File: src/logic/fdsr_pkg.sv
// Package for the floppy status, reset and mode block.
// Assumes one 200 MHz core clock and an AHB-Lite register bus.
package fdsr_pkg;
	// Register byte offsets
	localparam logic [7:0] ADDR_DOR = 8'h00;
	localparam logic [7:0] ADDR_DSR = 8'h04;
	localparam logic [7:0] ADDR_CFG3 = 8'h08;
	localparam logic [7:0] ADDR_SPEC = 8'h0C;
	localparam logic [7:0] ADDR_CMD = 8'h10;
	localparam logic [7:0] ADDR_ST2 = 8'h14;
	localparam logic [7:0] ADDR_ST3 = 8'h18;
	localparam logic [7:0] ADDR_PHASE = 8'h1C;
	// Output register fields
	localparam int DOR_DS = 0;
	localparam int DOR_RST = 2;
	localparam int DOR_DMA = 3;
	localparam logic [7:0] DOR_PIN_RST_VAL = 8'h04;
	// Rate register fields
	localparam int DSR_RATE = 0;
	localparam int DSR_NOPREC = 2;
	localparam int DSR_PD = 6;
	localparam int DSR_RST = 7;
	localparam logic [7:0] DSR_RST_VAL = 8'h02;
	// Configuration register 3 fields
	localparam int CFG_IDENT = 6;
	localparam int CFG_ENC = 5;
	localparam int CFG_POLL_OFF = 4;
	localparam int CFG_FIFO_OFF = 3;
	// Specify and command fields
	localparam int SPEC_DMA = 0;
	localparam int CMD_OP = 0;
	localparam int CMD_HEAD = 2;
	// Second status byte fields
	localparam int ST2_CM = 6;
	localparam int ST2_DD = 5;
	localparam int ST2_WC = 4;
	localparam int ST2_BC = 1;
	localparam int ST2_MD = 0;
	// Third status byte fields
	localparam int ST3_WP = 6;
	localparam int ST3_T0 = 4;
	localparam int ST3_HD = 2;
	localparam int ST3_DS = 0;
	localparam logic [7:0] ST3_ONES = 8'h28;
	localparam logic [7:0] BAD_TRACK = 8'hFF;
	// Synchroniser bit positions and idle levels
	localparam int SY_PRST = 0;
	localparam int SY_WP = 1;
	localparam int SY_T0 = 2;
	localparam int SY_ACKN = 3;
	localparam int SY_TC = 4;
	localparam int SY_W = 5;
	localparam logic [4:0] SY_IDLE = 5'h08;
	// Rates at or below this code drive density equal to the identity select
	localparam logic [1:0] RATE_FAST_MAX = 2'h1;
	// Command phases, one-hot
	typedef enum logic [2:0] {
		PH_CMD = 3'b001,
		PH_EXEC = 3'b010,
		PH_RES = 3'b100
	} fdsr_phase_t;
	// Data transfer command codes
	typedef enum logic [1:0] {
		OP_READ = 2'h0,
		OP_READ_DEL = 2'h1,
		OP_WRITE = 2'h2,
		OP_NONE = 2'h3
	} fdsr_op_t;
	// Events from the read/write datapath, one cycle each
	typedef struct packed {
		logic id_valid;
		logic [7:0] id_track;
		logic mark_valid;
		logic mark_deleted;
		logic crc_bad;
		logic mark_missing;
		logic exec_done;
	} fdsr_sector_ev_t;
	// Drive sense pins, asynchronous
	typedef struct packed {
		logic write_protect;
		logic track_zero_input;
	} fdsr_drive_pins_t;
endpackage : fdsr_pkg

File: src/logic/fdsr_core.sv
// Result status bytes, reset sources, host modes and DMA start.
// Assumes AHB-Lite single word transfers, sector events on ref_clk,
// and asynchronous pins that are synchronised here.
//
// Summary of operation
// - Status two bits 7,3,2 read zero
// - Mark type mismatch sets control-mark flag
// - Data field CRC failure sets bit 5
// - ID track mismatch sets wrong-track flag
// - Mismatch with track FF sets bad-track
// - No data mark found sets bit 0
// - Status three shows live drive lines
// - Status three bits 5,3 one, 7 zero
// - Three reset sources; any leaves power-down
// - Any reset aborts operation, goes idle
// - Reset clears configuration; polling starts
// - Pin reset spares specify parameters
// - Pin reset sets output-register reset bit
// - Both software resets reset the core
// - Rate reset self-clears; output reset wins
// - Mode from config three bits 6,5
// - Identity high: DMA gates, active-high levels
// - Encoding only: always driven, active low
// - Both low: gated, TC high, density low
// - Specify DMA raises request; acknowledge selects FIFO
// - Verify pseudo read on acknowledge, byte mode
// - Command, execution, result phases in turn
// - Density high after pin reset only
//
// Added by the designer: the AHB-Lite register port and the placing of the registers.
`timescale 1ns/1ps
module fdsr_core (
	// Clock and power-on reset
	input wire logic ref_clk,
	input wire logic rst_b,
	// AHB-Lite slave
	input wire logic hsel,
	input wire logic [31:0] haddr,
	input wire logic [1:0] htrans,
	input wire logic hwrite,
	input wire logic [2:0] hsize,
	input wire logic [31:0] hwdata,
	input wire logic hready,
	output logic [31:0] hrdata,
	output logic hreadyout,
	output logic hresp,
	// Asynchronous pins
	input wire logic hw_reset_pin,
	input wire fdsr_pkg::fdsr_drive_pins_t drive_pins,
	input wire logic dma_acknowledge_n,
	input wire logic terminal_count_pin,
	// Datapath events on ref_clk
	input wire fdsr_pkg::fdsr_sector_ev_t sector_ev,
	input wire logic [7:0] current_track,
	// Host side outputs
	output logic controller_interrupt_out,
	output logic controller_interrupt_oe,
	output logic transfer_request_out,
	output logic transfer_request_oe,
	output logic fifo_select,
	output logic pseudo_read_strobe,
	// Drive side outputs
	output logic density_select_output,
	output logic head_select_output,
	output logic [1:0] drive_select_lines,
	// Core control outputs
	output logic core_reset,
	output logic polling_enable,
	output logic power_down
);

	////////////////////////////////////////////////////////////////
	// Functions

	// Word address match; low two bits are byte lanes
	function automatic logic reg_hit(input logic [7:0] a, input logic [7:0] r);
		reg_hit = (a[7:2] == r[7:2]);
	endfunction : reg_hit

	// Density level for a rate code and identity select
	function automatic logic dens_for(input logic [1:0] rate, input logic ident);
		dens_for = (rate <= fdsr_pkg::RATE_FAST_MAX) ? ident : ~ident;
	endfunction : dens_for

	////////////////////////////////////////////////////////////////
	// Pin synchronisers

	// Collected pin levels
	logic [fdsr_pkg::SY_W-1:0] pin_raw;
	// First and second stage
	logic [fdsr_pkg::SY_W-1:0] sy1_reg;
	logic [fdsr_pkg::SY_W-1:0] sy2_reg;
	// Delayed acknowledge for edge detect
	logic ack_d_reg;

	assign pin_raw[fdsr_pkg::SY_PRST] = hw_reset_pin;
	assign pin_raw[fdsr_pkg::SY_WP] = drive_pins.write_protect;
	assign pin_raw[fdsr_pkg::SY_T0] = drive_pins.track_zero_input;
	assign pin_raw[fdsr_pkg::SY_ACKN] = dma_acknowledge_n;
	assign pin_raw[fdsr_pkg::SY_TC] = terminal_count_pin;

	// One two-stage chain per pin; only stage two is read
	genvar gi;
	generate
		for (gi = 0; gi < fdsr_pkg::SY_W; gi++) begin : g_sync
			always_ff @(posedge ref_clk or negedge rst_b) begin
				if (!rst_b) begin
					sy1_reg[gi] <= fdsr_pkg::SY_IDLE[gi];
					sy2_reg[gi] <= fdsr_pkg::SY_IDLE[gi];
				end else begin
					sy1_reg[gi] <= pin_raw[gi];
					sy2_reg[gi] <= sy1_reg[gi];
				end
			end
		end
	endgenerate

	// Edge detector works off stage two only
	always_ff @(posedge ref_clk or negedge rst_b) begin
		if (!rst_b) begin
			ack_d_reg <= 1'b0;
		end else begin
			ack_d_reg <= ~sy2_reg[fdsr_pkg::SY_ACKN];
		end
	end

	// Clean pin levels
	wire pin_rst = sy2_reg[fdsr_pkg::SY_PRST];
	wire ack_act = ~sy2_reg[fdsr_pkg::SY_ACKN];
	wire ack_rise = ack_act & ~ack_d_reg;

	////////////////////////////////////////////////////////////////
	// AHB-Lite slave

	// Data phase address and direction
	logic [7:0] addr_reg;
	logic wr_reg;
	logic [31:0] rdata_reg;
	logic [31:0] rdata_next;

	// Valid transfer in address phase; hsize always a word
	wire ahb_go = hsel & htrans[1] & hready;
	wire rd_go = ahb_go & ~hwrite;

	// Address phase capture
	always_ff @(posedge ref_clk or negedge rst_b) begin
		if (!rst_b) begin
			addr_reg <= 8'h00;
			wr_reg <= 1'b0;
			rdata_reg <= 32'h0000_0000;
		end else begin
			addr_reg <= haddr[7:0];
			wr_reg <= ahb_go & hwrite;
			rdata_reg <= rd_go ? rdata_next : 32'h0000_0000;
		end
	end

	// Data phase write strobes
	wire wr_dor = wr_reg & reg_hit(addr_reg, fdsr_pkg::ADDR_DOR);
	wire wr_dsr = wr_reg & reg_hit(addr_reg, fdsr_pkg::ADDR_DSR);
	wire wr_cfg = wr_reg & reg_hit(addr_reg, fdsr_pkg::ADDR_CFG3);
	wire wr_spec = wr_reg & reg_hit(addr_reg, fdsr_pkg::ADDR_SPEC);
	wire wr_cmd = wr_reg & reg_hit(addr_reg, fdsr_pkg::ADDR_CMD);
	// Reading status two closes the result phase
	wire rd_st2 = rd_go & reg_hit(haddr[7:0], fdsr_pkg::ADDR_ST2);

	// Zero wait states, always OKAY
	assign hreadyout = 1'b1;
	assign hresp = 1'b0;
	assign hrdata = rdata_reg;

	////////////////////////////////////////////////////////////////
	// Control registers and resets

	logic [7:0] dor_reg;
	logic [7:0] dsr_reg;
	logic [7:0] cfg_reg;
	logic [7:0] spec_reg;
	logic dens_reg;

	// Software resets; the output bit holds, the rate bit pulses
	wire dor_rst = dor_reg[fdsr_pkg::DOR_RST];
	wire dsr_rst = dsr_reg[fdsr_pkg::DSR_RST];
	// Every source resets the core alike
	assign core_reset = pin_rst | dor_rst | dsr_rst;

	// Output register; pin reset forces its reset bit set
	always_ff @(posedge ref_clk or negedge rst_b) begin
		if (!rst_b) begin
			dor_reg <= fdsr_pkg::DOR_PIN_RST_VAL;
		end else if (pin_rst) begin
			dor_reg <= fdsr_pkg::DOR_PIN_RST_VAL;
		end else if (wr_dor) begin
			dor_reg <= hwdata[7:0];
		end
	end

	// Rate register; reset bit clears itself next cycle
	always_ff @(posedge ref_clk or negedge rst_b) begin
		if (!rst_b) begin
			dsr_reg <= fdsr_pkg::DSR_RST_VAL;
		end else if (pin_rst) begin
			dsr_reg <= fdsr_pkg::DSR_RST_VAL;
		end else if (wr_dsr) begin
			dsr_reg <= hwdata[7:0];
			// Output reset wins; no second pulse under it
			dsr_reg[fdsr_pkg::DSR_RST] <= hwdata[fdsr_pkg::DSR_RST] & ~dor_rst;
			dsr_reg[fdsr_pkg::DSR_PD] <= hwdata[fdsr_pkg::DSR_PD] & ~core_reset;
		end else begin
			dsr_reg[fdsr_pkg::DSR_RST] <= 1'b0;
			// Any reset drops power-down
			if (core_reset) begin
				dsr_reg[fdsr_pkg::DSR_PD] <= 1'b0;
			end
		end
	end

	// Configuration cleared by every reset
	always_ff @(posedge ref_clk or negedge rst_b) begin
		if (!rst_b) begin
			cfg_reg <= 8'h00;
		end else if (core_reset) begin
			cfg_reg <= 8'h00;
		end else if (wr_cfg) begin
			cfg_reg <= hwdata[7:0];
		end
	end

	// Specify parameters survive pin and software resets
	always_ff @(posedge ref_clk or negedge rst_b) begin
		if (!rst_b) begin
			spec_reg <= 8'h00;
		end else if (wr_spec) begin
			spec_reg <= hwdata[7:0];
		end
	end

	// Density level; pin reset sets it, soft resets leave it
	always_ff @(posedge ref_clk or negedge rst_b) begin
		if (!rst_b) begin
			dens_reg <= 1'b1;
		end else if (pin_rst) begin
			dens_reg <= 1'b1;
		end else if (wr_dsr) begin
			dens_reg <= dens_for(hwdata[1:0], cfg_reg[fdsr_pkg::CFG_IDENT]);
		end
	end

	assign power_down = dsr_reg[fdsr_pkg::DSR_PD];
	// Polling runs until configuration turns it off
	assign polling_enable = ~cfg_reg[fdsr_pkg::CFG_POLL_OFF];
	assign density_select_output = dens_reg;
	assign drive_select_lines = dor_reg[fdsr_pkg::DOR_DS +: 2];

	////////////////////////////////////////////////////////////////
	// Host mode decode

	// Identity select wins over encoding select
	wire ident = cfg_reg[fdsr_pkg::CFG_IDENT];
	wire enc = cfg_reg[fdsr_pkg::CFG_ENC];
	// Only encoding-only mode drives the outputs always
	wire always_drive = ~ident & enc;
	// Terminal count active low only in encoding-only mode
	wire tc_act = sy2_reg[fdsr_pkg::SY_TC] ^ always_drive;
	// Output enables follow the DMA gate unless always driven
	wire gate_on = always_drive | dor_reg[fdsr_pkg::DOR_DMA];

	////////////////////////////////////////////////////////////////
	// Phase machine

	fdsr_pkg::fdsr_phase_t phase_reg;
	fdsr_pkg::fdsr_phase_t phase_next;
	fdsr_pkg::fdsr_op_t op_reg;
	logic head_reg;
	logic tc_seen_reg;

	// Next phase; reset takes priority
	always_comb begin
		phase_next = phase_reg;
		unique case (phase_reg)
			fdsr_pkg::PH_CMD: begin
				if (wr_cmd) begin
					phase_next = fdsr_pkg::PH_EXEC;
				end
			end
			fdsr_pkg::PH_EXEC: begin
				if (sector_ev.exec_done) begin
					phase_next = fdsr_pkg::PH_RES;
				end
			end
			fdsr_pkg::PH_RES: begin
				if (rd_st2) begin
					phase_next = fdsr_pkg::PH_CMD;
				end
			end
			default: begin
				phase_next = fdsr_pkg::PH_CMD;
			end
		endcase
		if (core_reset) begin
			phase_next = fdsr_pkg::PH_CMD;
		end
	end

	wire in_exec = (phase_reg == fdsr_pkg::PH_EXEC);
	wire in_res = (phase_reg == fdsr_pkg::PH_RES);
	wire start = wr_cmd & (phase_reg == fdsr_pkg::PH_CMD) & ~core_reset;

	// Phase and command registers
	always_ff @(posedge ref_clk or negedge rst_b) begin
		if (!rst_b) begin
			phase_reg <= fdsr_pkg::PH_CMD;
			op_reg <= fdsr_pkg::OP_NONE;
			head_reg <= 1'b0;
		end else begin
			phase_reg <= phase_next;
			if (core_reset) begin
				op_reg <= fdsr_pkg::OP_NONE;
				head_reg <= 1'b0;
			end else if (start) begin
				op_reg <= fdsr_fdsr_op(hwdata[fdsr_pkg::CMD_OP +: 2]);
				head_reg <= hwdata[fdsr_pkg::CMD_HEAD];
			end
		end
	end

	// Command code cast into the enum
	function automatic fdsr_pkg::fdsr_op_t fdsr_fdsr_op(input logic [1:0] c);
		fdsr_fdsr_op = fdsr_pkg::fdsr_op_t'(c);
	endfunction : fdsr_fdsr_op

	assign head_select_output = head_reg;

	////////////////////////////////////////////////////////////////
	// Status byte two

	logic [7:0] work_reg;
	logic [7:0] st2_reg;
	logic [7:0] ev_bits;

	wire rd_del = (op_reg == fdsr_pkg::OP_READ_DEL);
	wire is_read = (op_reg == fdsr_pkg::OP_READ) | rd_del;
	wire trk_miss = sector_ev.id_valid & (sector_ev.id_track != current_track);

	// Error events seen this cycle; unused bits stay zero
	always_comb begin
		ev_bits = 8'h00;
		ev_bits[fdsr_pkg::ST2_CM] = sector_ev.mark_valid & is_read
			& (sector_ev.mark_deleted ^ rd_del);
		ev_bits[fdsr_pkg::ST2_DD] = sector_ev.crc_bad;
		ev_bits[fdsr_pkg::ST2_WC] = trk_miss;
		ev_bits[fdsr_pkg::ST2_BC] = trk_miss
			& (sector_ev.id_track == fdsr_pkg::BAD_TRACK);
		ev_bits[fdsr_pkg::ST2_MD] = sector_ev.mark_missing;
	end

	// Accumulate during execution, latch at its end
	always_ff @(posedge ref_clk or negedge rst_b) begin
		if (!rst_b) begin
			work_reg <= 8'h00;
			st2_reg <= 8'h00;
		end else if (core_reset) begin
			work_reg <= 8'h00;
			st2_reg <= 8'h00;
		end else if (start) begin
			work_reg <= 8'h00;
		end else if (in_exec) begin
			work_reg <= work_reg | ev_bits;
			// Last cycle's events are folded in too
			if (sector_ev.exec_done) begin
				st2_reg <= work_reg | ev_bits;
			end
		end
	end

	////////////////////////////////////////////////////////////////
	// Status byte three

	// Live pin and output levels with fixed bits
	logic [7:0] st3;
	always_comb begin
		st3 = fdsr_pkg::ST3_ONES;
		st3[fdsr_pkg::ST3_WP] = sy2_reg[fdsr_pkg::SY_WP];
		st3[fdsr_pkg::ST3_T0] = sy2_reg[fdsr_pkg::SY_T0];
		st3[fdsr_pkg::ST3_HD] = head_reg;
		st3[fdsr_pkg::ST3_DS +: 2] = drive_select_lines;
	end

	////////////////////////////////////////////////////////////////
	// DMA and interrupt

	wire dma_on = spec_reg[fdsr_pkg::SPEC_DMA];

	// Terminal count counts only with acknowledge
	always_ff @(posedge ref_clk or negedge rst_b) begin
		if (!rst_b) begin
			tc_seen_reg <= 1'b0;
		end else if (core_reset | start) begin
			tc_seen_reg <= 1'b0;
		end else if (in_exec & tc_act & ack_act) begin
			tc_seen_reg <= 1'b1;
		end
	end

	// Request held through execution until terminal count
	assign transfer_request_out = in_exec & dma_on & ~tc_seen_reg;
	assign transfer_request_oe = gate_on;
	// Result phase raises the interrupt
	assign controller_interrupt_out = in_res;
	assign controller_interrupt_oe = gate_on;
	// Acknowledge in DMA mode picks the FIFO, address ignored
	assign fifo_select = dma_on & ack_act;

	// Pseudo read for verify cycles in byte mode reads
	always_ff @(posedge ref_clk or negedge rst_b) begin
		if (!rst_b) begin
			pseudo_read_strobe <= 1'b0;
		end else begin
			pseudo_read_strobe <= in_exec & is_read & dma_on & ack_rise
				& cfg_reg[fdsr_pkg::CFG_FIFO_OFF] & ~core_reset;
		end
	end

	////////////////////////////////////////////////////////////////
	// Read mux

	// Unmapped offsets read zero
	always_comb begin
		rdata_next = 32'h0000_0000;
		if (reg_hit(haddr[7:0], fdsr_pkg::ADDR_DOR)) begin
			rdata_next[7:0] = dor_reg;
		end else if (reg_hit(haddr[7:0], fdsr_pkg::ADDR_DSR)) begin
			rdata_next[7:0] = dsr_reg;
		end else if (reg_hit(haddr[7:0], fdsr_pkg::ADDR_CFG3)) begin
			rdata_next[7:0] = cfg_reg;
		end else if (reg_hit(haddr[7:0], fdsr_pkg::ADDR_SPEC)) begin
			rdata_next[7:0] = spec_reg;
		end else if (reg_hit(haddr[7:0], fdsr_pkg::ADDR_ST2)) begin
			rdata_next[7:0] = st2_reg;
		end else if (reg_hit(haddr[7:0], fdsr_pkg::ADDR_ST3)) begin
			rdata_next[7:0] = st3;
		end else if (reg_hit(haddr[7:0], fdsr_pkg::ADDR_PHASE)) begin
			rdata_next[2:0] = phase_reg;
		end
	end

endmodule : fdsr_core

File: config.mk
export PLATFORM = sky130hd
export DESIGN_NAME = fdsr_core
export DESIGN_NICKNAME = d
export VERILOG_FILES = /design/src/logic/fdsr_pkg.sv /design/src/logic/fdsr_core.sv
export SDC_FILE = /design/constraint.sdc
export NUM_CORES = 1
export LEC_CHECK = 0
export BUFFER_PORTS_ARGS = -buffer_cell sky130_fd_sc_hd__buf_2
export CAP_MARGIN = 40
export CORE_ASPECT_RATIO = 0.8
export CORE_UTILIZATION = 50
export CTS_CLUSTER_SIZE = 12
export DETAILED_ROUTE_END_ITERATION = 7
export PLACE_DENSITY = 0.85
export SLEW_MARGIN = 20
export SYNTH_ARGS = -nofsm -noshare
export SYNTH_HDL_FRONTEND = slang
export SYNTH_SLANG_ARGS = --single-unit
File: constraint.sdc
create_clock -name ref_clk -period 4.9 [get_ports ref_clk]
set_clock_uncertainty 0.1 [all_clocks]
set_input_delay 0.735 -clock ref_clk [delete_from_list [all_inputs] [get_ports ref_clk]]
set_output_delay 0.735 -clock ref_clk [all_outputs]
set_load 0.03 [all_outputs]
==> metrics.txt, run 1 <==
# TYPE chip_impl_metric gauge
chip_impl_metric{name="routed_wire_length",unit="µm"} 8103
chip_impl_metric{name="ir_drop",unit="mV"} 0.1579
chip_impl_metric{name="worst_slew_margin_rel",unit=""} 0.4052
chip_impl_info{name="rsz_0062_raised_after_global_routing",value="false"} 1
chip_impl_metric{name="switching_share",unit=""} 0.2446
chip_impl_metric{name="p_clk_frac",unit=""} 0.420
chip_impl_metric{name="cts_post_setup_buffers_inserted",unit=""} 0
chip_impl_metric{name="coreArea",unit="µm²"} 6959
chip_impl_metric{name="final.setup.worst_slack",unit="ns"} 1.710
chip_impl_metric{name="postCtsHoldBufs",unit=""} 0
chip_impl_metric{name="placedCellCount",unit=""} 463
chip_impl_metric{name="place.port_buffers",unit=""} 67
chip_impl_metric{name="worst_ep_arrival_time",unit="ns"} 2.35
chip_impl_metric{name="whs",unit="ns"} 0.2326
chip_impl_info{name="final_cell_mix",value="dfrtp_1, buf_2, nor2_1"} 1
chip_impl_metric{name="worst_slew_pin_slew",unit="ns"} 0.8856
chip_impl_metric{name="first_iter_violations",unit=""} 175
chip_impl_info{name="synth_ff_type",value="dfrtp_1"} 1
chip_impl_info{name="status",value="finished, final reports clean"} 1
chip_impl_metric{name="ys_ff_latch",unit=""} 77
chip_impl_metric{name="initial_utilization",unit=""} 0.5205
chip_impl_metric{name="post_layout_net_count",unit=""} 489
chip_impl_metric{name="final_critical_path_required_period",unit="ns"} 3.190
chip_impl_info{name="critPathTopFamily",value="buffers and inverters"} 1
chip_impl_metric{name="cts_made_buffers",unit=""} 9
chip_impl_metric{name="p_sw",unit="µW"} 318.0
chip_impl_metric{name="worst_path_clk_slew",unit="ns"} 0.09
chip_impl_metric{name="first_drt_pass_iteration_count",unit=""} 4
chip_impl_metric{name="slew_viol_final",unit=""} 0
chip_impl_metric{name="layout-drive-gt1-share",unit=""} 0.2926
chip_impl_metric{name="maximum_number_of_pins_on_one_net_before_global_route_repair",unit=""} 42
chip_impl_metric{name="yosysWarnings",unit=""} 0
chip_impl_info{name="type_of_the_most_critical_hold_path",value="in -> async"} 1
chip_impl_metric{name="timing_hold_violations_final",unit=""} 0
chip_impl_metric{name="max_stage_delay",unit="ns"} 0.77
chip_impl_metric{name="reg2reg_setup_slack",unit="ns"} 2.42
chip_impl_metric{name="comb_power_share",unit=""} 0.078
chip_impl_metric{name="fillerInstances",unit=""} 576
chip_impl_metric{name="layout_worst_path_cycle_share",unit=""} 0.6510
chip_impl_metric{name="fmaxAchievable",unit="GHz"} 0.3135
chip_impl_metric{name="die_height",unit="µm"} 78.13
chip_impl_metric{name="place_hpwl",unit="µm"} 5715
chip_impl_metric{name="drc",unit=""} 0
chip_impl_metric{name="tritoncts_num_sinks",unit=""} 77
chip_impl_metric{name="synth_sequential_area_ratio",unit=""} 0.5347
chip_impl_metric{name="seq_area",unit="µm²"} 1937
chip_impl_metric{name="reg2reg_path_depth",unit=""} 5
chip_impl_metric{name="timing.critical_path.buf_inv",unit=""} 3
chip_impl_info{name="leading_cell_type_in_the_layout_fill_and_taps_excluded",value="dfrtp_1"} 1
chip_impl_metric{name="gp_routability_congestion",unit=""} 0.8155
chip_impl_metric{name="num_antenna_cells",unit=""} 0
chip_impl_metric{name="wp_data_required",unit="ns"} 4.07
chip_impl_metric{name="clkLatencyLatePin",unit="ns"} 0.36
chip_impl_info{name="r2r-start",value="pin_rst$_DFF_PN0_"} 1
chip_impl_info{name="cp-start-kind",value="flop"} 1
chip_impl_metric{name="asyncSetResetFlopFracSynth",unit=""} 1.000
chip_impl_info{name="worst_path_max_delay_cell",value="dfrtp_1"} 1
chip_impl_metric{name="die-area",unit="µm²"} 7591
chip_impl_info{name="post_synth_main_area_contributors",value="dfrtp_1, mux2i_1, buf_4, dfstp_2, nor2_1"} 1
chip_impl_metric{name="h-tree-depth",unit=""} 3
chip_impl_metric{name="synth.distinct_cells",unit=""} 52
chip_impl_info{name="critical_path.reg2reg.endpoint",value="st2_reg[1]$_DFFE_PN0P_"} 1
chip_impl_metric{name="multiInputGateArea",unit="µm²"} 1496
chip_impl_metric{name="first_global_vias",unit=""} 2663
chip_impl_metric{name="synthesis.area_per_instance",unit="µm²"} 11.28
chip_impl_metric{name="timing.setup.tns",unit="ns"} 0
chip_impl_metric{name="clock_path_buffers",unit=""} 2
chip_impl_metric{name="fp.dieW",unit="µm"} 97.16
chip_impl_metric{name="grt_first_pass_wirelength",unit="µm"} 13210
chip_impl_metric{name="power.sequential.fraction",unit=""} 0.503
chip_impl_metric{name="power_density",unit="nW/µm²"} 310.7
chip_impl_metric{name="report.final.setup_viol",unit=""} 0
chip_impl_metric{name="leakagePower",unit="µW"} 0.001908
chip_impl_metric{name="area_growth_syn_to_layout",unit="%"} 15.51
chip_impl_metric{name="intPower",unit="µW"} 981.9
chip_impl_metric{name="globalRouteOverflowTotal",unit=""} 0
chip_impl_info{name="synth_top_area_cell",value="dfrtp_1"} 1
chip_impl_info{name="critPathKind",value="reg -> out"} 1
chip_impl_metric{name="routed-via-count",unit=""} 2681
chip_impl_metric{name="worst_setup_timing_slack_at_the_placement_stage",unit="ns"} 2.150
chip_impl_info{name="critical_path_cell_list",value="nor3_1 > buf_4 > inv_1 > buf_2"} 1
chip_impl_metric{name="placementRows",unit=""} 27
chip_impl_metric{name="proportion_of_netlist_area_held_by_the_largest_area_contributor",unit=""} 0.4767
chip_impl_info{name="cts-root-buf",value="clkbuf_8"} 1
chip_impl_metric{name="max-cap-violations",unit=""} 0
chip_impl_metric{name="grt_use_total",unit=""} 0.2269
chip_impl_metric{name="cts-resized-gates",unit=""} 0
chip_impl_metric{name="finalNonFillerCells",unit=""} 480
chip_impl_metric{name="num_io_pins",unit=""} 148
chip_impl_metric{name="crit_fanout",unit=""} 18
chip_impl_metric{name="grt_antenna_before_repair",unit=""} 0
chip_impl_metric{name="drt-wirelength-per-cell",unit="µm"} 16.88
chip_impl_metric{name="antenna_left",unit=""} 0
chip_impl_info{name="cts_tree",value="done"} 1
chip_impl_info{name="setup.worst_path.end_class",value="output pin"} 1
chip_impl_metric{name="vias_per_cell",unit=""} 5.585
chip_impl_metric{name="synth_cells",unit=""} 321
chip_impl_metric{name="synth_edf_count",unit=""} 0
chip_impl_metric{name="synth_area",unit="µm²"} 3622
power groups by stage:
stage                     logic (µW)  clock network, µW  registers (µW)
after floorplan                 72.9                  0             661
after global placement          96.2                  0             665
after detailed placement         101                  0             666
after CTS                        101                555             653
after global routing             110                581             655
final                            101                545             654
per-layer routing:
layer  up-vias  wire length (µm)  track usage
met5         -                 0            0
met4         0               147      0.07015
met3        19               533      0.06055
met2       126              3896       0.3634
met1      1322              3525       0.3040
li1       1214                 -            -
cell usage after synthesis (2+ instances only):
| library cell | n |
|---|---|
| nor2_1 | 38 |
| nor3b_1 | 4 |
| o21ai_0 | 8 |
| o22ai_1 | 3 |
| nor4b_1 | 2 |
| nand3_1 | 7 |
| xnor2_1 | 10 |
| conb_1 | 2 |
| mux2_2 | 10 |
| nand4_1 | 5 |
| a211o_1 | 3 |
| nor3_1 | 8 |
| mux2i_1 | 29 |
| and3_1 | 3 |
| a2bb2oi_1 | 3 |
| inv_1 | 4 |
| a2111oi_0 | 2 |
| mux4_2 | 2 |
| clkbuf_1 | 7 |
| dfstp_2 | 8 |
| buf_4 | 30 |
| a21oi_1 | 8 |
| nand2b_1 | 5 |
| a221oi_1 | 2 |
| dfrtp_1 | 69 |
| nand2_1 | 11 |
| buf_2 | 3 |
| nor2b_1 | 6 |
| o31ai_1 | 2 |
| a31oi_1 | 4 |
| a22oi_1 | 2 |
how the worst max path moves through the flow:
stage | from | end | slack (ns) | cells past startpoint
after floorplan | pin_rst$_DFF_PN0_ | core_reset | 2.73 | 4
final | pin_rst$_DFF_PN0_ | core_reset | 1.71 | 4
after CTS | pin_rst$_DFF_PN0_ | core_reset | 1.76 | 4
after global routing | pin_rst$_DFF_PN0_ | core_reset | 1.62 | 4
after detailed placement | pin_rst$_DFF_PN0_ | core_reset | 2.15 | 4
after global placement | pin_rst$_DFF_PN0_ | core_reset | 2.18 | 4
metrics by stage:
step	instance area (µm²)	total power (µW)	utilization
after floorplan	3712	734.3	-
after global placement	3925	761.3	0.5640
after detailed placement	3945	766.3	0.5669
after CTS	4177	1310	0.6001
after global routing	4184	1346	0.6012
final	4184	1300	0.6012
layout make-up:
class	instances	area share
clock inverter	6	0.02243
sequential	77	0.4629
tap	87	0.02602
multi-input combinational	223	0.3577
clock buffer	10	0.03289
inverter	4	0.003589
timing repair buffer	73	0.09450
cells by family (layout without fill, tap and decap cells):
family,Yosys count,after routing,synth area share
DFF,77,77,0.5347
muxes,41,41,0.1237
buffers and inverters,45,93,0.07876
AOI/OAI and AO/OA,42,42,0.07773
and+or+nand+nor,103,103,0.1565
other,2,26,0.002073
xor gates and xnor gates,11,11,0.02660
worst reg2reg max path, stage by stage (launching register included):
cell and delay, ns:
dfrtp_1 0.63, nor3_1 0.34, buf_4 0.25, inv_1 0.33, or4_1 0.60, o21ai_0 0.14
Power figures use the tool's default switching activity.
==> run 2: changes to the inputs <==
--- a/config.mk
+++ b/config.mk
@@ -8,10 +8,10 @@
 export BUFFER_PORTS_ARGS = -buffer_cell sky130_fd_sc_hd__buf_2
 export CAP_MARGIN = 40
 export CORE_ASPECT_RATIO = 0.8
-export CORE_UTILIZATION = 50
+export CORE_UTILIZATION = 48
 export CTS_CLUSTER_SIZE = 12
 export DETAILED_ROUTE_END_ITERATION = 7
-export PLACE_DENSITY = 0.85
+export PLACE_DENSITY = 0.83
 export SLEW_MARGIN = 20
 export SYNTH_ARGS = -nofsm -noshare
 export SYNTH_HDL_FRONTEND = slang
==> constraint.sdc (replaced) <==
create_clock -name ref_clk -period 3.3 [get_ports ref_clk]
set_clock_uncertainty 0.1 [all_clocks]
set_input_delay 0.495 -clock ref_clk [delete_from_list [all_inputs] [get_ports ref_clk]]
set_output_delay 0.495 -clock ref_clk [all_outputs]
set_load 0.03 [all_outputs]
==> run 2 against run 1 <==
  * Register-to-register slack got worse by 1.5 ns
  * Sequential share of layout area fell by 0.055 points
  * Clock power rose by 31%
  * Core utilization fell by 1.1 points
  * Cell count rose by 1.0%
  * Critical endpoint unchanged
  * Design area rose by 0.12%
  * Flip-flop and latch count did not move
  * Worst setup slack got worse by 0.88 ns
  * Worst hold slack got worse by 0.097 ns
==> metrics.txt, run 2 (synthesis gave the netlist of run 1 again) <==
# TYPE chip_impl_metric gauge
chip_impl_metric{name="globalRouteOverflowTotal",unit=""} 0
chip_impl_metric{name="leakagePower",unit="µW"} 0.001915
chip_impl_metric{name="worst_ep_arrival_time",unit="ns"} 1.87
chip_impl_metric{name="vias_per_cell",unit=""} 5.406
chip_impl_metric{name="power_density",unit="nW/µm²"} 438.0
chip_impl_metric{name="fmaxAchievable",unit="GHz"} 0.4049
chip_impl_metric{name="die_height",unit="µm"} 79.70
chip_impl_metric{name="seq_area",unit="µm²"} 1937
chip_impl_metric{name="placedCellCount",unit=""} 467
chip_impl_metric{name="cts-resized-gates",unit=""} 0
chip_impl_metric{name="ir_drop",unit="mV"} 0.2384
chip_impl_metric{name="drt-wirelength-per-cell",unit="µm"} 17.30
chip_impl_metric{name="place_hpwl",unit="µm"} 6013
chip_impl_info{name="type_of_the_most_critical_hold_path",value="in -> reg"} 1
chip_impl_metric{name="placementRows",unit=""} 27
chip_impl_metric{name="routed-via-count",unit=""} 2622
chip_impl_metric{name="num_antenna_cells",unit=""} 0
chip_impl_metric{name="worst_slew_margin_rel",unit=""} 0.4850
chip_impl_metric{name="reg2reg_setup_slack",unit="ns"} 0.94
chip_impl_metric{name="finalNonFillerCells",unit=""} 485
chip_impl_info{name="leading_cell_type_in_the_layout_fill_and_taps_excluded",value="dfrtp_1"} 1
chip_impl_metric{name="clock_path_buffers",unit=""} 2
chip_impl_info{name="worst_path_max_delay_cell",value="dfstp_2"} 1
chip_impl_metric{name="layout-drive-gt1-share",unit=""} 0.2940
chip_impl_metric{name="grt_use_total",unit=""} 0.2255
chip_impl_info{name="status",value="finished, final reports clean"} 1
chip_impl_metric{name="slew_viol_final",unit=""} 0
chip_impl_metric{name="place.port_buffers",unit=""} 67
chip_impl_metric{name="h-tree-depth",unit=""} 3
chip_impl_info{name="rsz_0062_raised_after_global_routing",value="false"} 1
chip_impl_metric{name="timing_hold_violations_final",unit=""} 0
chip_impl_info{name="cts-root-buf",value="clkbuf_8"} 1
chip_impl_metric{name="clkLatencyLatePin",unit="ns"} 0.36
chip_impl_metric{name="wp_data_required",unit="ns"} 2.70
chip_impl_metric{name="first_drt_pass_iteration_count",unit=""} 5
chip_impl_metric{name="area_growth_syn_to_layout",unit="%"} 15.65
chip_impl_metric{name="worst_path_clk_slew",unit="ns"} 0.07
chip_impl_metric{name="grt_antenna_before_repair",unit=""} 0
chip_impl_metric{name="report.final.setup_viol",unit=""} 0
chip_impl_metric{name="max_stage_delay",unit="ns"} 0.56
chip_impl_metric{name="timing.setup.tns",unit="ns"} 0
chip_impl_metric{name="crit_fanout",unit=""} 14
chip_impl_info{name="critical_path_cell_list",value="nor3_1 > buf_4 > inv_1 > buf_2"} 1
chip_impl_info{name="setup.worst_path.end_class",value="output pin"} 1
chip_impl_metric{name="post_dp_cell_area",unit="µm²"} 3975
chip_impl_info{name="final_cell_mix",value="dfrtp_1, buf_2, nor2_1"} 1
chip_impl_metric{name="final_critical_path_required_period",unit="ns"} 2.470
chip_impl_metric{name="routed_wire_length",unit="µm"} 8392
chip_impl_metric{name="cts_post_setup_buffers_inserted",unit=""} 0
chip_impl_metric{name="num_io_pins",unit=""} 148
chip_impl_metric{name="gp_routability_congestion",unit=""} 0.8152
chip_impl_metric{name="cts_made_buffers",unit=""} 9
chip_impl_metric{name="max-cap-violations",unit=""} 0
chip_impl_metric{name="fillerInstances",unit=""} 601
chip_impl_metric{name="initial_utilization",unit=""} 0.5106
chip_impl_metric{name="fp.dieW",unit="µm"} 99.12
chip_impl_metric{name="tritoncts_num_sinks",unit=""} 77
chip_impl_metric{name="first_iter_violations",unit=""} 167
chip_impl_metric{name="antenna_left",unit=""} 0
chip_impl_metric{name="first_global_vias",unit=""} 2659
chip_impl_metric{name="die-area",unit="µm²"} 7900
chip_impl_metric{name="coreArea",unit="µm²"} 7094
chip_impl_metric{name="post_layout_net_count",unit=""} 494
chip_impl_metric{name="layout.cell_area.non_filler",unit="µm²"} 4189
chip_impl_info{name="cts_tree",value="done"} 1
chip_impl_metric{name="layout_worst_path_cycle_share",unit=""} 0.7484
chip_impl_metric{name="grt_first_pass_wirelength",unit="µm"} 13270
chip_impl_info{name="critPathKind",value="reg -> out"} 1
chip_impl_info{name="cp-start-kind",value="flop"} 1
chip_impl_metric{name="maximum_number_of_pins_on_one_net_before_global_route_repair",unit=""} 41
chip_impl_metric{name="drc",unit=""} 0
chip_impl_metric{name="worst_slew_pin_slew",unit="ns"} 0.7683
chip_impl_metric{name="multiInputGateArea",unit="µm²"} 1496
run 2: cell count changes in the layout (fill, tap and decap cells not counted):
cell,previous run,this run
bufinv_16,2,1
clkbuf_1,0,2
buf_4,6,9
dlygate4sd3_1,0,1
inv_6,2,0
clkinv_4,1,0
buf_6,0,1
clkinv_2,0,2
run 2: worst max-delay path, delay by kind of cell (launching register included):
family / cells / cell delay (ns)
buffers and inverters: 3 / 0.90
flip-flops: 1 / 0.56
AND/OR/NAND/NOR: 1 / 0.05
run 2: power breakdown:
group / switching [µW] / internal, µW / total (µW) / leakage, µW
combinational: 105 / 49.4 / 155 / 0.000806
sequential: 10.2 / 958 / 968 / 0.00101
clock: 344 / 368 / 712 / 0.0000964
run 2: per-layer routing:
layer  up-vias  part of all wire  track usage
met2       103              0.48       0.3552
met4         0            0.0085      0.06324
met3        10             0.064      0.07093
met5         -                 0            0
li1       1223                 -            -
met1      1286              0.45       0.3022
run 2: metrics by stage:
stage                     power (µW)  worst slack [ns]  utilization  hold slack, ns
after CTS                       1844            0.8376       0.5889          0.1191
after detailed placement        1140            0.8634       0.5603          0.2347
after global placement          1133            0.9005       0.5575          0.2316
final                           1835            0.8302       0.5905          0.1356
after global routing            1895            0.7750       0.5905          0.1123
after floorplan                 1090             1.282            -         0.09941
run 2: final cells by class:
type | count | share of cell area
Clock buffer | 12 | 0.03465
Tap cell | 87 | 0.02599
Timing Repair Buffer | 78 | 0.1048
Clock inverter | 4 | 0.01135
Inverter | 4 | 0.003584
Multi-Input combinational cell | 223 | 0.3572
Sequential cell | 77 | 0.4624
run 2: worst paths after layout:
kind                                        startpoint                       end  cells past startpoint
worst max-delay path            dor_reg[2]$_DFFE_PN1P_                core_reset                      4
worst min-delay path                 dma_acknowledge_n      sy1_reg[3]$_DFF_PN1_                      1
worst max register to register   addr_reg[5]$_DFF_PN0_   spec_reg[3]$_DFFE_PN0P_                      3
worst min register to register    sy1_reg[1]$_DFF_PN0_          st3[6]$_DFF_PN0_                      0
max in group asynchronous                        rst_b  phase_reg[0]$_DFFE_PN1P_                      3
min in group asynchronous                        rst_b    dsr_reg[6]$_DFFE_PN0P_                      2
run 2: what timing repair did:
item	4_1_cts	5_1_grt
setup endpoints to repair	0	0
hold endpoints to repair	7	0
hold buffers	1	0
==> run 3: changes to the inputs <==
--- a/config.mk
+++ b/config.mk
@@ -8,10 +8,10 @@
 export BUFFER_PORTS_ARGS = -buffer_cell sky130_fd_sc_hd__buf_2
 export CAP_MARGIN = 40
 export CORE_ASPECT_RATIO = 0.8
-export CORE_UTILIZATION = 48
+export CORE_UTILIZATION = 44
 export CTS_CLUSTER_SIZE = 12
 export DETAILED_ROUTE_END_ITERATION = 7
-export PLACE_DENSITY = 0.83
+export PLACE_DENSITY = 0.8
 export SLEW_MARGIN = 20
 export SYNTH_ARGS = -nofsm -noshare
 export SYNTH_HDL_FRONTEND = slang
==> constraint.sdc (replaced) <==
create_clock -name ref_clk -period 2 [get_ports ref_clk]
set_clock_uncertainty 0.1 [all_clocks]
set_input_delay 0.3 -clock ref_clk [delete_from_list [all_inputs] [get_ports ref_clk]]
set_output_delay 0.3 -clock ref_clk [all_outputs]
set_load 0.03 [all_outputs]
==> run 3 against run 2 <==
  * The run now ends with setup timing left
  * Flip-flop and latch count did not move
  * Non-clock buffer count rose by 31
  * Die area rose by 8.9%
  * Power rose by 74%
  * Cell count rose by 11%
  * Sequential share of layout area fell by 4.1 points
  * Critical path depth rose by 3
  * Sequential power rose by 65%
  * Critical endpoint is now dor_reg[3]$_DFFE_PN0P_
  * Largest power group unchanged
==> metrics.txt, run 3 (synthesis gave the netlist of run 1 again) <==
# TYPE chip_impl_metric gauge
chip_impl_info{name="status",value="complete, but fails checks"} 1
chip_impl_info{name="failed_checks",value="setup timing"} 1
chip_impl_metric{name="antenna_left",unit=""} 0
chip_impl_metric{name="crit_fanout",unit=""} 4
chip_impl_metric{name="slew_viol_final",unit=""} 0
chip_impl_info{name="startpoint",value="addr_reg[5]$_DFF_PN0_"} 1
chip_impl_metric{name="post_dp_cell_area",unit="µm²"} 4123
chip_impl_metric{name="num_antenna_cells",unit=""} 0
chip_impl_metric{name="grt_antenna_before_repair",unit=""} 0
chip_impl_metric{name="grt_first_pass_wirelength",unit="µm"} 14160
chip_impl_info{name="rsz_0062_raised_after_global_routing",value="true"} 1
chip_impl_metric{name="layout-drive-gt1-share",unit=""} 0.3473
chip_impl_info{name="cts_tree",value="done"} 1
chip_impl_metric{name="coreArea",unit="µm²"} 7946
chip_impl_metric{name="layout.cell_area.non_filler",unit="µm²"} 4603
chip_impl_metric{name="h-tree-depth",unit=""} 3
chip_impl_info{name="cp-start-kind",value="flop"} 1
chip_impl_metric{name="worst_path_clk_slew",unit="ns"} 0.07
chip_impl_metric{name="first_global_vias",unit=""} 2799
chip_impl_metric{name="maximum_number_of_pins_on_one_net_before_global_route_repair",unit=""} 36
chip_impl_info{name="cts-root-buf",value="clkbuf_8"} 1
chip_impl_metric{name="timing_hold_violations_final",unit=""} 0
chip_impl_metric{name="place.port_buffers",unit=""} 67
chip_impl_metric{name="num_io_pins",unit=""} 148
chip_impl_info{name="setup.worst_path.end_class",value="flop"} 1
chip_impl_info{name="r2r-start",value="addr_reg[5]$_DFF_PN0_"} 1
chip_impl_metric{name="place_hpwl",unit="µm"} 6228
chip_impl_metric{name="leakagePower",unit="µW"} 0.002114
chip_impl_metric{name="clock_path_buffers",unit=""} 2
chip_impl_metric{name="fillerInstances",unit=""} 674
chip_impl_metric{name="grt_use_total",unit=""} 0.2212
chip_impl_metric{name="drt-wirelength-per-cell",unit="µm"} 16.70
chip_impl_metric{name="first_drt_pass_iteration_count",unit=""} 5
chip_impl_metric{name="reg2reg_path_depth",unit=""} 7
chip_impl_metric{name="drc",unit=""} 0
chip_impl_info{name="critPathKind",value="reg -> reg"} 1
chip_impl_metric{name="die-area",unit="µm²"} 8602
chip_impl_metric{name="worst_slew_pin_slew",unit="ns"} 0.6615
chip_impl_metric{name="worst_slew_margin_rel",unit=""} 0.5530
chip_impl_metric{name="post_layout_net_count",unit=""} 525
chip_impl_metric{name="first_iter_violations",unit=""} 239
chip_impl_info{name="critical_path.reg2reg.endpoint",value="dor_reg[3]$_DFFE_PN0P_"} 1
chip_impl_info{name="final_cell_mix",value="dfrtp_1, buf_2, nor2_1"} 1
chip_impl_metric{name="final.setup.worst_slack",unit="ns"} -0.04097
chip_impl_metric{name="clkLatencyLatePin",unit="ns"} 0.35
chip_impl_metric{name="reg2reg_setup_slack",unit="ns"} -0.04
chip_impl_metric{name="finish.utilization",unit=""} 0.5793
chip_impl_metric{name="power_density",unit="nW/µm²"} 695.0
chip_impl_metric{name="cts_made_buffers",unit=""} 9
chip_impl_metric{name="ir_drop",unit="mV"} 0.4246
chip_impl_metric{name="tritoncts_num_sinks",unit=""} 77
chip_impl_metric{name="initial_utilization",unit=""} 0.4558
chip_impl_metric{name="vias_per_cell",unit=""} 5.227
chip_impl_metric{name="globalRouteOverflowTotal",unit=""} 0
chip_impl_metric{name="fmaxAchievable",unit="GHz"} 0.4900
chip_impl_info{name="leading_cell_type_in_the_layout_fill_and_taps_excluded",value="dfrtp_1"} 1
chip_impl_info{name="type_of_the_most_critical_hold_path",value="in -> reg"} 1
chip_impl_metric{name="worst_ep_arrival_time",unit="ns"} 2.18
chip_impl_metric{name="report.final.setup_viol",unit=""} 10
chip_impl_metric{name="area_growth_syn_to_layout",unit="%"} 27.08
chip_impl_metric{name="wp_data_required",unit="ns"} 2.13
chip_impl_info{name="setup.worst_path.end",value="dor_reg[3]$_DFFE_PN0P_"} 1
chip_impl_metric{name="final_critical_path_required_period",unit="ns"} 2.041
chip_impl_metric{name="die_height",unit="µm"} 83.16
chip_impl_metric{name="fp.dieW",unit="µm"} 103.4
chip_impl_metric{name="placementRows",unit=""} 29
chip_impl_metric{name="worst_setup_timing_slack_at_the_placement_stage",unit="ns"} -0.1094
chip_impl_metric{name="layout_worst_path_cycle_share",unit=""} 1.020
chip_impl_metric{name="max-cap-violations",unit=""} 0
chip_impl_metric{name="gp_routability_congestion",unit=""} 0.8023
chip_impl_metric{name="routed_wire_length",unit="µm"} 8969
chip_impl_metric{name="routed-via-count",unit=""} 2807
run 3: cell count changes in the layout (fill, tap and decap cells not counted), sizes merged:
cell         change
buf             +22
dlygate4sd3      +8
bufinv           +1
clkbuf           +1
clkinvlp         -1
run 3: repair_timing:
item / 4_1_cts / 5_1_grt
resized for setup: 9 / 10
pin swaps: 0 / 6
setup buffers: 3 / 9
hold buffers: 9 / 0
setup endpoints to repair: 24 / 30
cloned: 1 / 1
hold endpoints to repair: 25 / 0
run 3: area by class of cell:
type	count	area [µm²]	share of cell area
clock inverter	4	70.07	0.01522
clock buffer	12	155.1	0.03370
sequential	77	1938	0.4210
multi-input combinational	223	1549	0.3365
inverter	4	15.01	0.003262
timing repair buffer	109	740.7	0.1609
tap	108	135.1	0.02936
run 3: power breakdown:
group / leakage (µW) / switching (µW) / internal (µW)
Sequential: 0.00101 / 17.6 / 1580
Combinational: 0.000987 / 184 / 102
Clock: 0.000116 / 547 / 767
run 3: routing by layer:
metal	up-vias	track usage	wire [µm]
met3	10	0.06145	548
met4	0	0.04097	65
met5	-	0	0
met1	1392	0.3082	3851
li1	1295	-	-
met2	110	0.3474	4504
run 3: worst min-delay path by stage:
stage	slack [ns]	end	from	cells past startpoint
floorplan	-0.1	ack_d_reg$_DFF_PN0_	rst_b	0
global placement	0.09	sy1_reg[0]$_DFF_PN0_	rst_b	1
detailed placement	0.09	sy1_reg[0]$_DFF_PN0_	rst_b	1
CTS	0.11	work_reg[0]$_DFFE_PN0P_	sector_ev[1]	3
global route	0.09	work_reg[0]$_DFFE_PN0P_	sector_ev[1]	3
finish	0.11	work_reg[0]$_DFFE_PN0P_	sector_ev[1]	3
run 3: through the flow:
stage,instances,TNS [ns],power [µW],hold WS (ns)
after floorplan,345,-0.0001396,1800,-0.09559
after global placement,500,-0.1551,1885,0.08567
after detailed placement,500,-0.8215,1894,0.09303
after CTS,529,-0.3885,3217,0.1086
after global routing,537,-1.380,3317,0.09378
final,537,-0.2693,3199,0.1111
run 3: critical path: stages (launching register included):
cell and delay, ns:
dfrtp_1 0.38, or4b_4 0.59, buf_6 0.15, nor4_4 0.16, buf_4 0.18, clkbuf_16 0.14
mux2i_1 0.18, nor2_1 0.05
